### src/rtl/prm_cfg.svh
// Operation
// - At most 44 remappable pins, variant dependent
// - Pins 0-31 bidirectional, 32-43 input only
// - Input-only pins never driven by outputs
// - Input field value n routes pin n
// - Each bidirectional pin owns output select field
// - Output code zero leaves pin unconnected
// - Comparator and output compare code assignments
// - Serial peripheral output code assignments
// - UART transmit and request-to-send codes
// - Input fields for all listed peripheral inputs
// - Remapped output overrides port functions
// - Fixed dedicated outputs override remapped outputs
// - Remapped inputs never take pin driver
// - Analog mode disables remapped input path
// - No default pin connection after reset
// - Valid input values limited to implemented pins
// - Listed fixed signals are never routed
// - Input and output routing fully independent
// - Unimplemented or above-43 input values unmapped
// - Reset: inputs all ones, outputs zero
// - Lock bit blocks writes; 46h/57h unlock sequence
// - Shadow copies flag unexpected select changes
`ifndef PRM_CFG_SVH
`define PRM_CFG_SVH

`define PRM_SEL_W 6
`define PRM_NUM_PINS 44
`define PRM_NUM_IO 32
`define PRM_NUM_IN 35
`define PRM_NUM_CODES 64
`define PRM_IN_RST 6'h3f
`define PRM_OUT_RST 6'h00
`define PRM_UNLOCK_A 8'h46
`define PRM_UNLOCK_B 8'h57
`define PRM_LOCK_BIT 6
`define PRM_CODE_NULL 6'h00
`define PRM_CODE_CMP_A 6'h01
`define PRM_CODE_CMP_B 6'h02
`define PRM_CODE_UART_A_TX 6'h03
`define PRM_CODE_SER_A_DATA 6'h07
`define PRM_CODE_SER_B_SEL 6'h0c
`define PRM_CODE_CMP_OC1 6'h12
`define PRM_CODE_CMP_OC7 6'h18
`define PRM_CODE_UART_C_TX 6'h1c
`define PRM_CODE_UART_D_RTS 6'h1f
`define PRM_CODE_CMP_C 6'h24
`define PRM_CODE_MOD_OUT 6'h25
// Codes 1-12, 18-24, 28-31, 36, 37 carry a function
`define PRM_CODE_VALID_MASK 64'h0000_0030_f1fc_1ffe

`endif

### src/rtl/prm_pkg.sv
package prm_pkg;
  // Peripheral input index, order of the input_route_select fields
  typedef enum logic [5:0] {
    PRM_IN_MOD_DATA, PRM_IN_MOD_CAR_A, PRM_IN_MOD_CAR_B,
    PRM_IN_IRQ1, PRM_IN_IRQ2, PRM_IN_IRQ3, PRM_IN_IRQ4,
    PRM_IN_CAP1, PRM_IN_CAP2, PRM_IN_CAP3, PRM_IN_CAP4, PRM_IN_CAP5, PRM_IN_CAP6, PRM_IN_CAP7,
    PRM_IN_FAULT_A, PRM_IN_FAULT_B,
    PRM_IN_SER_A_CLK, PRM_IN_SER_A_DATA, PRM_IN_SER_A_SEL,
    PRM_IN_SER_B_CLK, PRM_IN_SER_B_DATA, PRM_IN_SER_B_SEL,
    PRM_IN_TMR1_CLK, PRM_IN_TMR2_CLK, PRM_IN_TMR3_CLK, PRM_IN_TMR4_CLK, PRM_IN_TMR5_CLK,
    PRM_IN_UART_A_CTS, PRM_IN_UART_A_RX, PRM_IN_UART_B_CTS, PRM_IN_UART_B_RX,
    PRM_IN_UART_C_CTS, PRM_IN_UART_C_RX, PRM_IN_UART_D_CTS, PRM_IN_UART_D_RX
  } prm_in_e;

  // Unlock sequence progress for the remap write lock
  typedef enum logic [1:0] {
    PRM_SEQ_IDLE,
    PRM_SEQ_GOT_A,
    PRM_SEQ_ARMED
  } prm_seq_e;
endpackage

### src/rtl/prm_matrix.sv
`timescale 1ns/1ps
`default_nettype none
`include "prm_cfg.svh"

module prm_matrix import prm_pkg::*; #(
  parameter logic [43:0] PIN_IMPL = 44'hfff_ffff_ffff
) (
  input wire logic clock,
  input wire logic sys_rst,
  input wire logic cfg_wr_en,
  input wire logic cfg_wr_out,
  input wire logic [5:0] cfg_wr_idx,
  input wire logic [5:0] cfg_wr_data,
  input wire logic osc_ctl_wr_en,
  input wire logic [7:0] osc_ctl_wr_data,
  input wire logic one_way_lock,
  output logic remap_write_lock,
  output logic cfg_mismatch_rst,
  input wire logic [43:0] pin_in,
  input wire logic [43:0] pin_analog_en,
  output logic [34:0] periph_in,
  input wire logic [63:0] periph_out,
  input wire logic [31:0] fixed_out_en,
  input wire logic [31:0] fixed_out,
  input wire logic [31:0] pin_direction_setting,
  input wire logic [31:0] gp_out,
  output logic [31:0] pin_out,
  output logic [31:0] pin_oe_n
);
  localparam int NIN = `PRM_NUM_IN;
  localparam int NIO = `PRM_NUM_IO;
  localparam logic [63:0] CODE_OK = `PRM_CODE_VALID_MASK;

  prm_seq_e seq_q;
  logic lock_q;
  logic in_wr;
  logic out_wr;
  logic in_mis;
  logic out_mis;
  logic [NIN*6-1:0] in_fields;
  logic [NIO*6-1:0] out_fields;
  logic [34:0] periph_in_d;
  logic [34:0] periph_in_q;
  logic [31:0] pin_out_d;
  logic [31:0] pin_out_q;
  logic [31:0] pin_oe_n_d;
  logic [31:0] pin_oe_n_q;
  logic mismatch_q;

  // Source pin for an input field: present, digital, in range
  function automatic logic in_route_ok(input logic [5:0] sel, input logic [43:0] analog);
    logic ok;
    ok = 1'b0;
    if (sel < 6'(`PRM_NUM_PINS)) begin
      ok = PIN_IMPL[sel] && !analog[sel];
    end
    return ok;
  endfunction

  // An output code names a function only if listed
  function automatic logic out_code_ok(input logic [5:0] code);
    return CODE_OK[code];
  endfunction

  // Unlock sequence: two key bytes, then one lock write.
  // Any other byte drops back, except a repeated first key, which keeps it waiting for the second.
  always_ff @(posedge clock) begin
    if (sys_rst) begin
      seq_q <= PRM_SEQ_IDLE;
    end else if (osc_ctl_wr_en) begin
      case (seq_q)
        PRM_SEQ_IDLE: begin
          seq_q <= (osc_ctl_wr_data == `PRM_UNLOCK_A) ? PRM_SEQ_GOT_A : PRM_SEQ_IDLE;
        end
        PRM_SEQ_GOT_A: begin
          if (osc_ctl_wr_data == `PRM_UNLOCK_B) begin
            seq_q <= PRM_SEQ_ARMED;
          end else if (osc_ctl_wr_data == `PRM_UNLOCK_A) begin
            seq_q <= PRM_SEQ_GOT_A;
          end else begin
            seq_q <= PRM_SEQ_IDLE;
          end
        end
        PRM_SEQ_ARMED: begin
          seq_q <= PRM_SEQ_IDLE;
        end
        default: begin
          seq_q <= PRM_SEQ_IDLE;
        end
      endcase
    end
  end

  // Lock bit: resets open; one-way strap forbids clearing once set
  always_ff @(posedge clock) begin
    if (sys_rst) begin
      lock_q <= 1'b0;
    end else if (osc_ctl_wr_en && seq_q == PRM_SEQ_ARMED) begin
      if (osc_ctl_wr_data[`PRM_LOCK_BIT] || !(one_way_lock && lock_q)) begin
        lock_q <= osc_ctl_wr_data[`PRM_LOCK_BIT];
      end
    end
  end

  // Writes while locked appear to work but change nothing
  assign in_wr = cfg_wr_en && !cfg_wr_out && !lock_q;
  // Output fields of absent pins and of input-only pins do not exist
  assign out_wr = cfg_wr_en && cfg_wr_out && !lock_q && cfg_wr_idx < 6'(NIO)
    && PIN_IMPL[cfg_wr_idx[4:0]];

  // One field per peripheral input, reset to the tied-low code
  prm_sel_bank #(
    .N(NIN),
    .RST_VAL(`PRM_IN_RST)
  ) u_in_bank (
    .clock(clock),
    .sys_rst(sys_rst),
    .wr_en(in_wr),
    .wr_idx(cfg_wr_idx),
    .wr_data(cfg_wr_data),
    .fields(in_fields),
    .mismatch(in_mis)
  );

  // One field per bidirectional pin, reset to null
  prm_sel_bank #(
    .N(NIO),
    .RST_VAL(`PRM_OUT_RST)
  ) u_out_bank (
    .clock(clock),
    .sys_rst(sys_rst),
    .wr_en(out_wr),
    .wr_idx(cfg_wr_idx),
    .wr_data(cfg_wr_data),
    .fields(out_fields),
    .mismatch(out_mis)
  );

  // Fault request registered, high for as long as either bank reports a mismatch
  always_ff @(posedge clock) begin
    if (sys_rst) begin
      mismatch_q <= 1'b0;
    end else begin
      mismatch_q <= in_mis || out_mis;
    end
  end

  // Input routing; unmapped inputs read low
  always_comb begin
    logic [5:0] sel;
    sel = 6'h00;
    periph_in_d = '0;
    for (int i = 0; i < NIN; i++) begin
      sel = in_fields[i*6 +: 6];
      periph_in_d[i] = in_route_ok(sel, pin_analog_en) ? pin_in[sel] : 1'b0;
    end
  end

  // Pin driver ownership: fixed, then remapped, then port direction.
  // Input routing never appears here, so it cannot seize a driver.
  always_comb begin
    logic [5:0] code;
    code = 6'h00;
    pin_out_d = '0;
    pin_oe_n_d = '1;
    for (int p = 0; p < NIO; p++) begin
      code = out_fields[p*6 +: 6];
      if (fixed_out_en[p]) begin
        pin_out_d[p] = fixed_out[p];
        pin_oe_n_d[p] = 1'b0;
      end else if (out_code_ok(code)) begin
        pin_out_d[p] = periph_out[code];
        pin_oe_n_d[p] = 1'b0;
      end else if (!pin_direction_setting[p]) begin
        pin_out_d[p] = gp_out[p];
        pin_oe_n_d[p] = 1'b0;
      end
    end
  end

  // Registered routes: a field change lands cleanly on the next edge
  always_ff @(posedge clock) begin
    if (sys_rst) begin
      periph_in_q <= '0;
    end else begin
      periph_in_q <= periph_in_d;
    end
  end

  // Pin drivers released during reset
  always_ff @(posedge clock) begin
    if (sys_rst) begin
      pin_out_q <= '0;
      pin_oe_n_q <= '1;
    end else begin
      pin_out_q <= pin_out_d;
      pin_oe_n_q <= pin_oe_n_d;
    end
  end

  // Only pins 0-31 have driver outputs; 32-43 are sampled only
  assign pin_out = pin_out_q;
  assign pin_oe_n = pin_oe_n_q;
  assign periph_in = periph_in_q;
  assign remap_write_lock = lock_q;
  assign cfg_mismatch_rst = mismatch_q;

  genvar gp;
  for (gp = 0; gp < NIO; gp++) begin : g_pin_chk

  end

  genvar gi;
  for (gi = 0; gi < NIN; gi++) begin : g_in_chk

  end
endmodule // prm_matrix

`default_nettype wire

### src/rtl/prm_sel_bank.sv
`timescale 1ns/1ps
`default_nettype none
`include "prm_cfg.svh"

module prm_sel_bank import prm_pkg::*; #(
  parameter int N = 2,
  parameter logic [5:0] RST_VAL = 6'h00
) (
  input wire logic clock,
  input wire logic sys_rst,
  input wire logic wr_en,
  input wire logic [5:0] wr_idx,
  input wire logic [5:0] wr_data,
  output logic [N*6-1:0] fields,
  output logic mismatch
);
  logic [5:0] mem_q [N];
  logic [5:0] shadow_q [N];
  logic mismatch_q;

  // Live fields; writes beyond N are dropped
  always_ff @(posedge clock) begin
    for (int i = 0; i < N; i++) begin
      if (sys_rst) begin
        mem_q[i] <= RST_VAL;
      end else if (wr_en && wr_idx == 6'(i)) begin
        mem_q[i] <= wr_data;
      end
    end
  end

  // Shadow follows the same legal writes, so any other change is a fault
  always_ff @(posedge clock) begin
    for (int i = 0; i < N; i++) begin
      if (sys_rst) begin
        shadow_q[i] <= RST_VAL;
      end else if (wr_en && wr_idx == 6'(i)) begin
        shadow_q[i] <= wr_data;
      end
    end
  end

  // Continuous compare of live against shadow
  always_ff @(posedge clock) begin
    if (sys_rst) begin
      mismatch_q <= 1'b0;
    end else begin
      mismatch_q <= 1'b0;
      for (int i = 0; i < N; i++) begin
        if (mem_q[i] != shadow_q[i]) begin
          mismatch_q <= 1'b1;
        end
      end
    end
  end

  always_comb begin
    for (int i = 0; i < N; i++) begin
      fields[i*6 +: 6] = mem_q[i];
    end
  end
  assign mismatch = mismatch_q;
endmodule // prm_sel_bank

`default_nettype wire

### config.mk
export PLATFORM = sky130hd
export DESIGN_NAME = prm_matrix
export DESIGN_NICKNAME = d
export VERILOG_FILES = /design/src/rtl/prm_pkg.sv /design/src/rtl/prm_matrix.sv /design/src/rtl/prm_sel_bank.sv
export VERILOG_INCLUDE_DIRS = /design/src /design/src/rtl
export SDC_FILE = /design/constraint.sdc
export NUM_CORES = 2
export LEC_CHECK = 0
export BUFFER_PORTS_ARGS = -buffer_cell sky130_fd_sc_hd__buf_2
export CAP_MARGIN = 20
export CORE_ASPECT_RATIO = 1.25
export CORE_UTILIZATION = 56
export DETAILED_ROUTE_END_ITERATION = 8
export PLACE_DENSITY = 0.79
export SLEW_MARGIN = 10
export SYNTH_ARGS = -nofsm -noshare
export SYNTH_HDL_FRONTEND = slang
export SYNTH_HIERARCHICAL = 1
export SYNTH_SLANG_ARGS = --single-unit
### constraint.sdc
create_clock -name clock -period 2.3 [get_ports clock]
set_input_delay 0.345 -clock clock [delete_from_list [all_inputs] [get_ports clock]]
set_output_delay 0.345 -clock clock [all_outputs]
set_load 0.1 [all_outputs]
==> results.txt <==
----------------------------------------------------
[Worst setup path]
  Type of the setup path with the least slack ... flip-flop to flip-flop
  Maximum fanout encountered on the critical timing path ... 7
  Gate family responsible for the most delay along the worst path ... multiplexers
  Required time at the endpoint of the critical path ... 2.82 ns
  Crit end category ... flip-flop
  Data arrival at the endpoint of the critical path ... 2.87 ns
  Cell-by-cell listing of the critical path ... mux4_2, mux4_2, o31ai_1, buf_4, o22ai_1
  Cell occurring most often along the worst timing path ... sky130_fd_sc_hd__mux4_2
  Critical Path Start Type ... flip-flop
  Bufs and invs on worst path ... 1
  Max incr delay on CP ... 0.56 ns
  Critical Path Slowest Stage Cell ... sky130_fd_sc_hd__edfxtp_1

[Clock network]
  CTS tree ... built
  Clk root buf ... sky130_fd_sc_hd__clkbuf_16
  Clock insertion delay at the later pin of the skew report ... 0.66 ns
  Clk buf depth ... 3
  Clock edge transition at the registers on the reported setup and hold paths ... 0.06 ns
  Number of levels the H-tree was split into ... 2
  TritonCTS sink count ... 505
  Num CTS Buffers ... 57

[Synth]
  Synthesized area per cell ... 12.58 µm²
  Yosys warnings ... 6
  Synthesis-stage register bit count ... 505
  Top area cells in the synthesized netlist ... sky130_fd_sc_hd__mux4_2 (38%), sky130_fd_sc_hd__edfxtp_1 (25%), sky130_fd_sc_hd__dfxtp_1 (4.3%)
  Number of nets in the synthesized netlist ... 4087
  Seq/Total Area, Yosys ... 29.72%
  Ys flop type ... sky130_fd_sc_hd__edfxtp_1
  Synth Instances ... 3781
  Most instantiated library cell after synthesis ... sky130_fd_sc_hd__mux4_2
  Synth unique cells ... 85
  Share of synthesized flip-flops with an asynchronous set or reset ... 0%
  Number of flops mapped to enable cells by yosys ... 402
  Fraction of post-synthesis cell area in the top cell type by area ... 38.40%
  Leading area contributor after synthesis ... sky130_fd_sc_hd__mux4_2
  Post-synthesis instance area ... 47560 µm²
  Post-synth top cells ... sky130_fd_sc_hd__mux4_2 (811), sky130_fd_sc_hd__clkbuf_1 (446), sky130_fd_sc_hd__edfxtp_1 (402)

[STA]
  Final Setup Violations ... 2
  Time the final worst path needs with I/O delays and setup ... 2.355 ns
  Transition time at the pin with the least slew margin ... 0.9108 ns
  Final Slew Violations ... 0
  Worst max-slew margin expressed relative to the limit ... 39.00%
  Top achievable clock speed ... 424.7 MHz
  Number of hold violations in the final report ... 0
  Fin crit share ... 102.4%
  Unrepaired setup endpoints after global routing ... true
  Setup TNS ... -0.08469 ns
  Final critical-path setup slack ... -0.05464 ns
  Post-route clock skew ... 0.02405 ns

[Power]
  Combinational power share ... 30.8%
  Cell Pwr Density ... 531.3 nW/µm²
  Leakage Power ... 20.22 nW
  Sw frac ... 32.91%
  Internal cell power ... 20.51 mW
  Sequential share of power ... 36.7%
  Peak ir drop on the vdd network ... 0.6317 mV
  Clock group share of total power ... 32.5%
  Switching pwr ... 10.06 mW

[GRT]
  Pin count of the biggest net entering global routing ... 97
  Number of global-route vias before repair ... 43460
  Wire length of the first global-routing pass ... 271.7 mm
  Number of antenna violations at the first check in global routing ... 11
  Global-route congestion overflow total ... 0
  Combined global-route utilization of all metal layers ... 42.59%

[Outcome]
  Result of the run ... finished with violations
  Failing checks ... DRC, setup timing

[Floorplan]
  Area of the core region ... 84120 µm²
  Full die area ... 86110 µm²
  Chip width ... 262.7 µm
  Count of standard-cell rows ... 119
  Effective utilization at floorplan ... 56.54%
  Total I/O pin count ... 407
  Die H ... 327.8 µm

[Final layout]
  Share of layout cells above drive strength 1 ... 48.52%
  Nets ... 4575
  Area growth from synthesis to layout ... 20.98%

[Place]
  Final HPWL DP ... 122.5 mm
  Post-placement worst setup slack ... -0.2343 ns
  Gp weighted congestion ... 1.035
  Input/output buffers ... 406

[Route]
  Final WL ... 186.5 mm
  TritonRoute pass-1 iters ... 9
  Count of vias placed by the detailed router ... 43650
  Number of nets with antenna violations after routing ... 0
  DRC ... 7
  Initial drt markers ... 7844
  Detail-routed net length per standard cell ... 34.42 µm
  Routed via count divided by cell count ... 8.056

[Run]
  Max-cap violations ... 0

[Min path]
  Worst min path class ... primary input to flip-flop

----------------------------------------------------
## worst register-to-register path, stage by stage (launching register included)
cell	delay, ns
sky130_fd_sc_hd__edfxtp_1	0.56
sky130_fd_sc_hd__mux4_2	0.56
sky130_fd_sc_hd__mux4_2	0.45
sky130_fd_sc_hd__o31ai_1	0.38
sky130_fd_sc_hd__buf_4	0.21
sky130_fd_sc_hd__o22ai_1	0.06
## power groups by stage
stage	logic (mW)	registers [mW]	clock network, mW
after floorplan	5.14	11.8	0
after global placement	8.46	11.4	0
after detailed placement	8.67	11.4	0
after CTS	8.85	11.2	9.94
after global routing	9.60	11.3	10.2
final	9.41	11.2	9.95
## cells in the final DEF, fill, tap and decap left out, types with 35 or more instances in the layout
cell and n:
sky130_fd_sc_hd__buf_12 137, sky130_fd_sc_hd__nor2b_1 43, sky130_fd_sc_hd__a21oi_1 106, sky130_fd_sc_hd__edfxtp_1 402, sky130_fd_sc_hd__o21ai_0 95, sky130_fd_sc_hd__mux2i_1 135, sky130_fd_sc_hd__a21o_1 35, sky130_fd_sc_hd__nor3b_1 69
sky130_fd_sc_hd__nor2_1 91, sky130_fd_sc_hd__buf_4 475, sky130_fd_sc_hd__nor3_1 173, sky130_fd_sc_hd__inv_1 68, sky130_fd_sc_hd__dlygate4sd3_1 64, sky130_fd_sc_hd__nand2_1 65, sky130_fd_sc_hd__clkbuf_16 61, sky130_fd_sc_hd__nor3_2 40
sky130_fd_sc_hd__buf_2 405, sky130_fd_sc_hd__mux4_2 814, sky130_fd_sc_hd__nand3b_1 268, sky130_fd_sc_hd__nand2b_1 70, sky130_fd_sc_hd__nor2b_2 38, sky130_fd_sc_hd__dfxtp_1 102
## metal layers
| layer | share of wire, % | global-route usage (%) |
|---|---|---|
| met1 | 28 | 46.30 |
| met2 | 44 | 66.11 |
| met3 | 16 | 16.85 |
| met4 | 11 | 35.03 |
| met5 | 0.082 | 0.3309 |
## worst paths after layout
kind	from	to	slack (ns)	depth (start not counted)
worst max-delay path	u_out_bank/shadow_q[0][66]$_SDFFCE_PN0P_	pin_out[11]$_SDFF_PP0_	-0.05	5
worst min-delay path	fixed_out[13]	pin_out[13]$_SDFF_PP0_	0.01	3
worst max register to register	u_out_bank/shadow_q[0][66]$_SDFFCE_PN0P_	pin_out[11]$_SDFF_PP0_	-0.05	5
worst min register to register	seq_q[1]$_SDFFE_PP0P_	seq_q[1]$_SDFFE_PP0P_	0.51	2
## area by class of cell
cell class                      count  area (µm²)
Timing Repair Buffer             1089        9080
Clock inverter                     28       325.3
Antenna cell                       11       27.53
Clock buffer                       80        1664
Tap cell                         1089        1363
Multi-Input combinational cell   2545       30680
Inverter                           71       266.5
Sequential cell                   505       14130
Fill cell                        5526       26590
## registers in the layout, indices dropped and copies added, names as in the netlist, 2 cells and up
signal / count
u_in_bank/shadow_q: 192
u_out_bank/shadow_q: 102
u_out_bank/mem_q: 90
periph_in: 35
pin_oe_n: 32
pin_out: 32
u_in_bank/mem_q: 18
seq_q: 2
## logic make-up after synthesis
| group | Yosys count | synth area share [%] |
|---|---|---|
| AO/OA/AOI/OAI | 541 | 7.792 |
| AND/OR/NAND/NOR | 1025 | 14.13 |
| buffers and inverters | 731 | 6.248 |
| flip-flops | 505 | 29.72 |
| multiplexers | 977 | 42.10 |
| other | 2 | 0.01579 |
## stage by stage
step | util, % | area, µm² | total power [mW] | std cells | hold WS, ns
global placement | 64.26 | 54060 | 19.84 | 5161 | 0.4493
global route | 68.37 | 57520 | 31.12 | 5410 | 0.01048
detailed placement | 64.26 | 54060 | 20.09 | 5161 | 0.4710
finish | 68.40 | 57540 | 30.57 | 5418 | 0.01363
floorplan | - | 47560 | 16.96 | 3781 | 0.4318
CTS | 67.55 | 56830 | 30.01 | 5342 | 0.001113
## repair_timing
item                                    CTS  global route
hold buffers                             64             0
endpoints found under the setup margin    7            25
cloned                                    0             1
endpoints found under the hold margin    43             0
resized for setup                         7            31
buffers inserted                          9            64
pin swaps                                 0             4
Note: power is estimated with default switching activity, not from simulation.
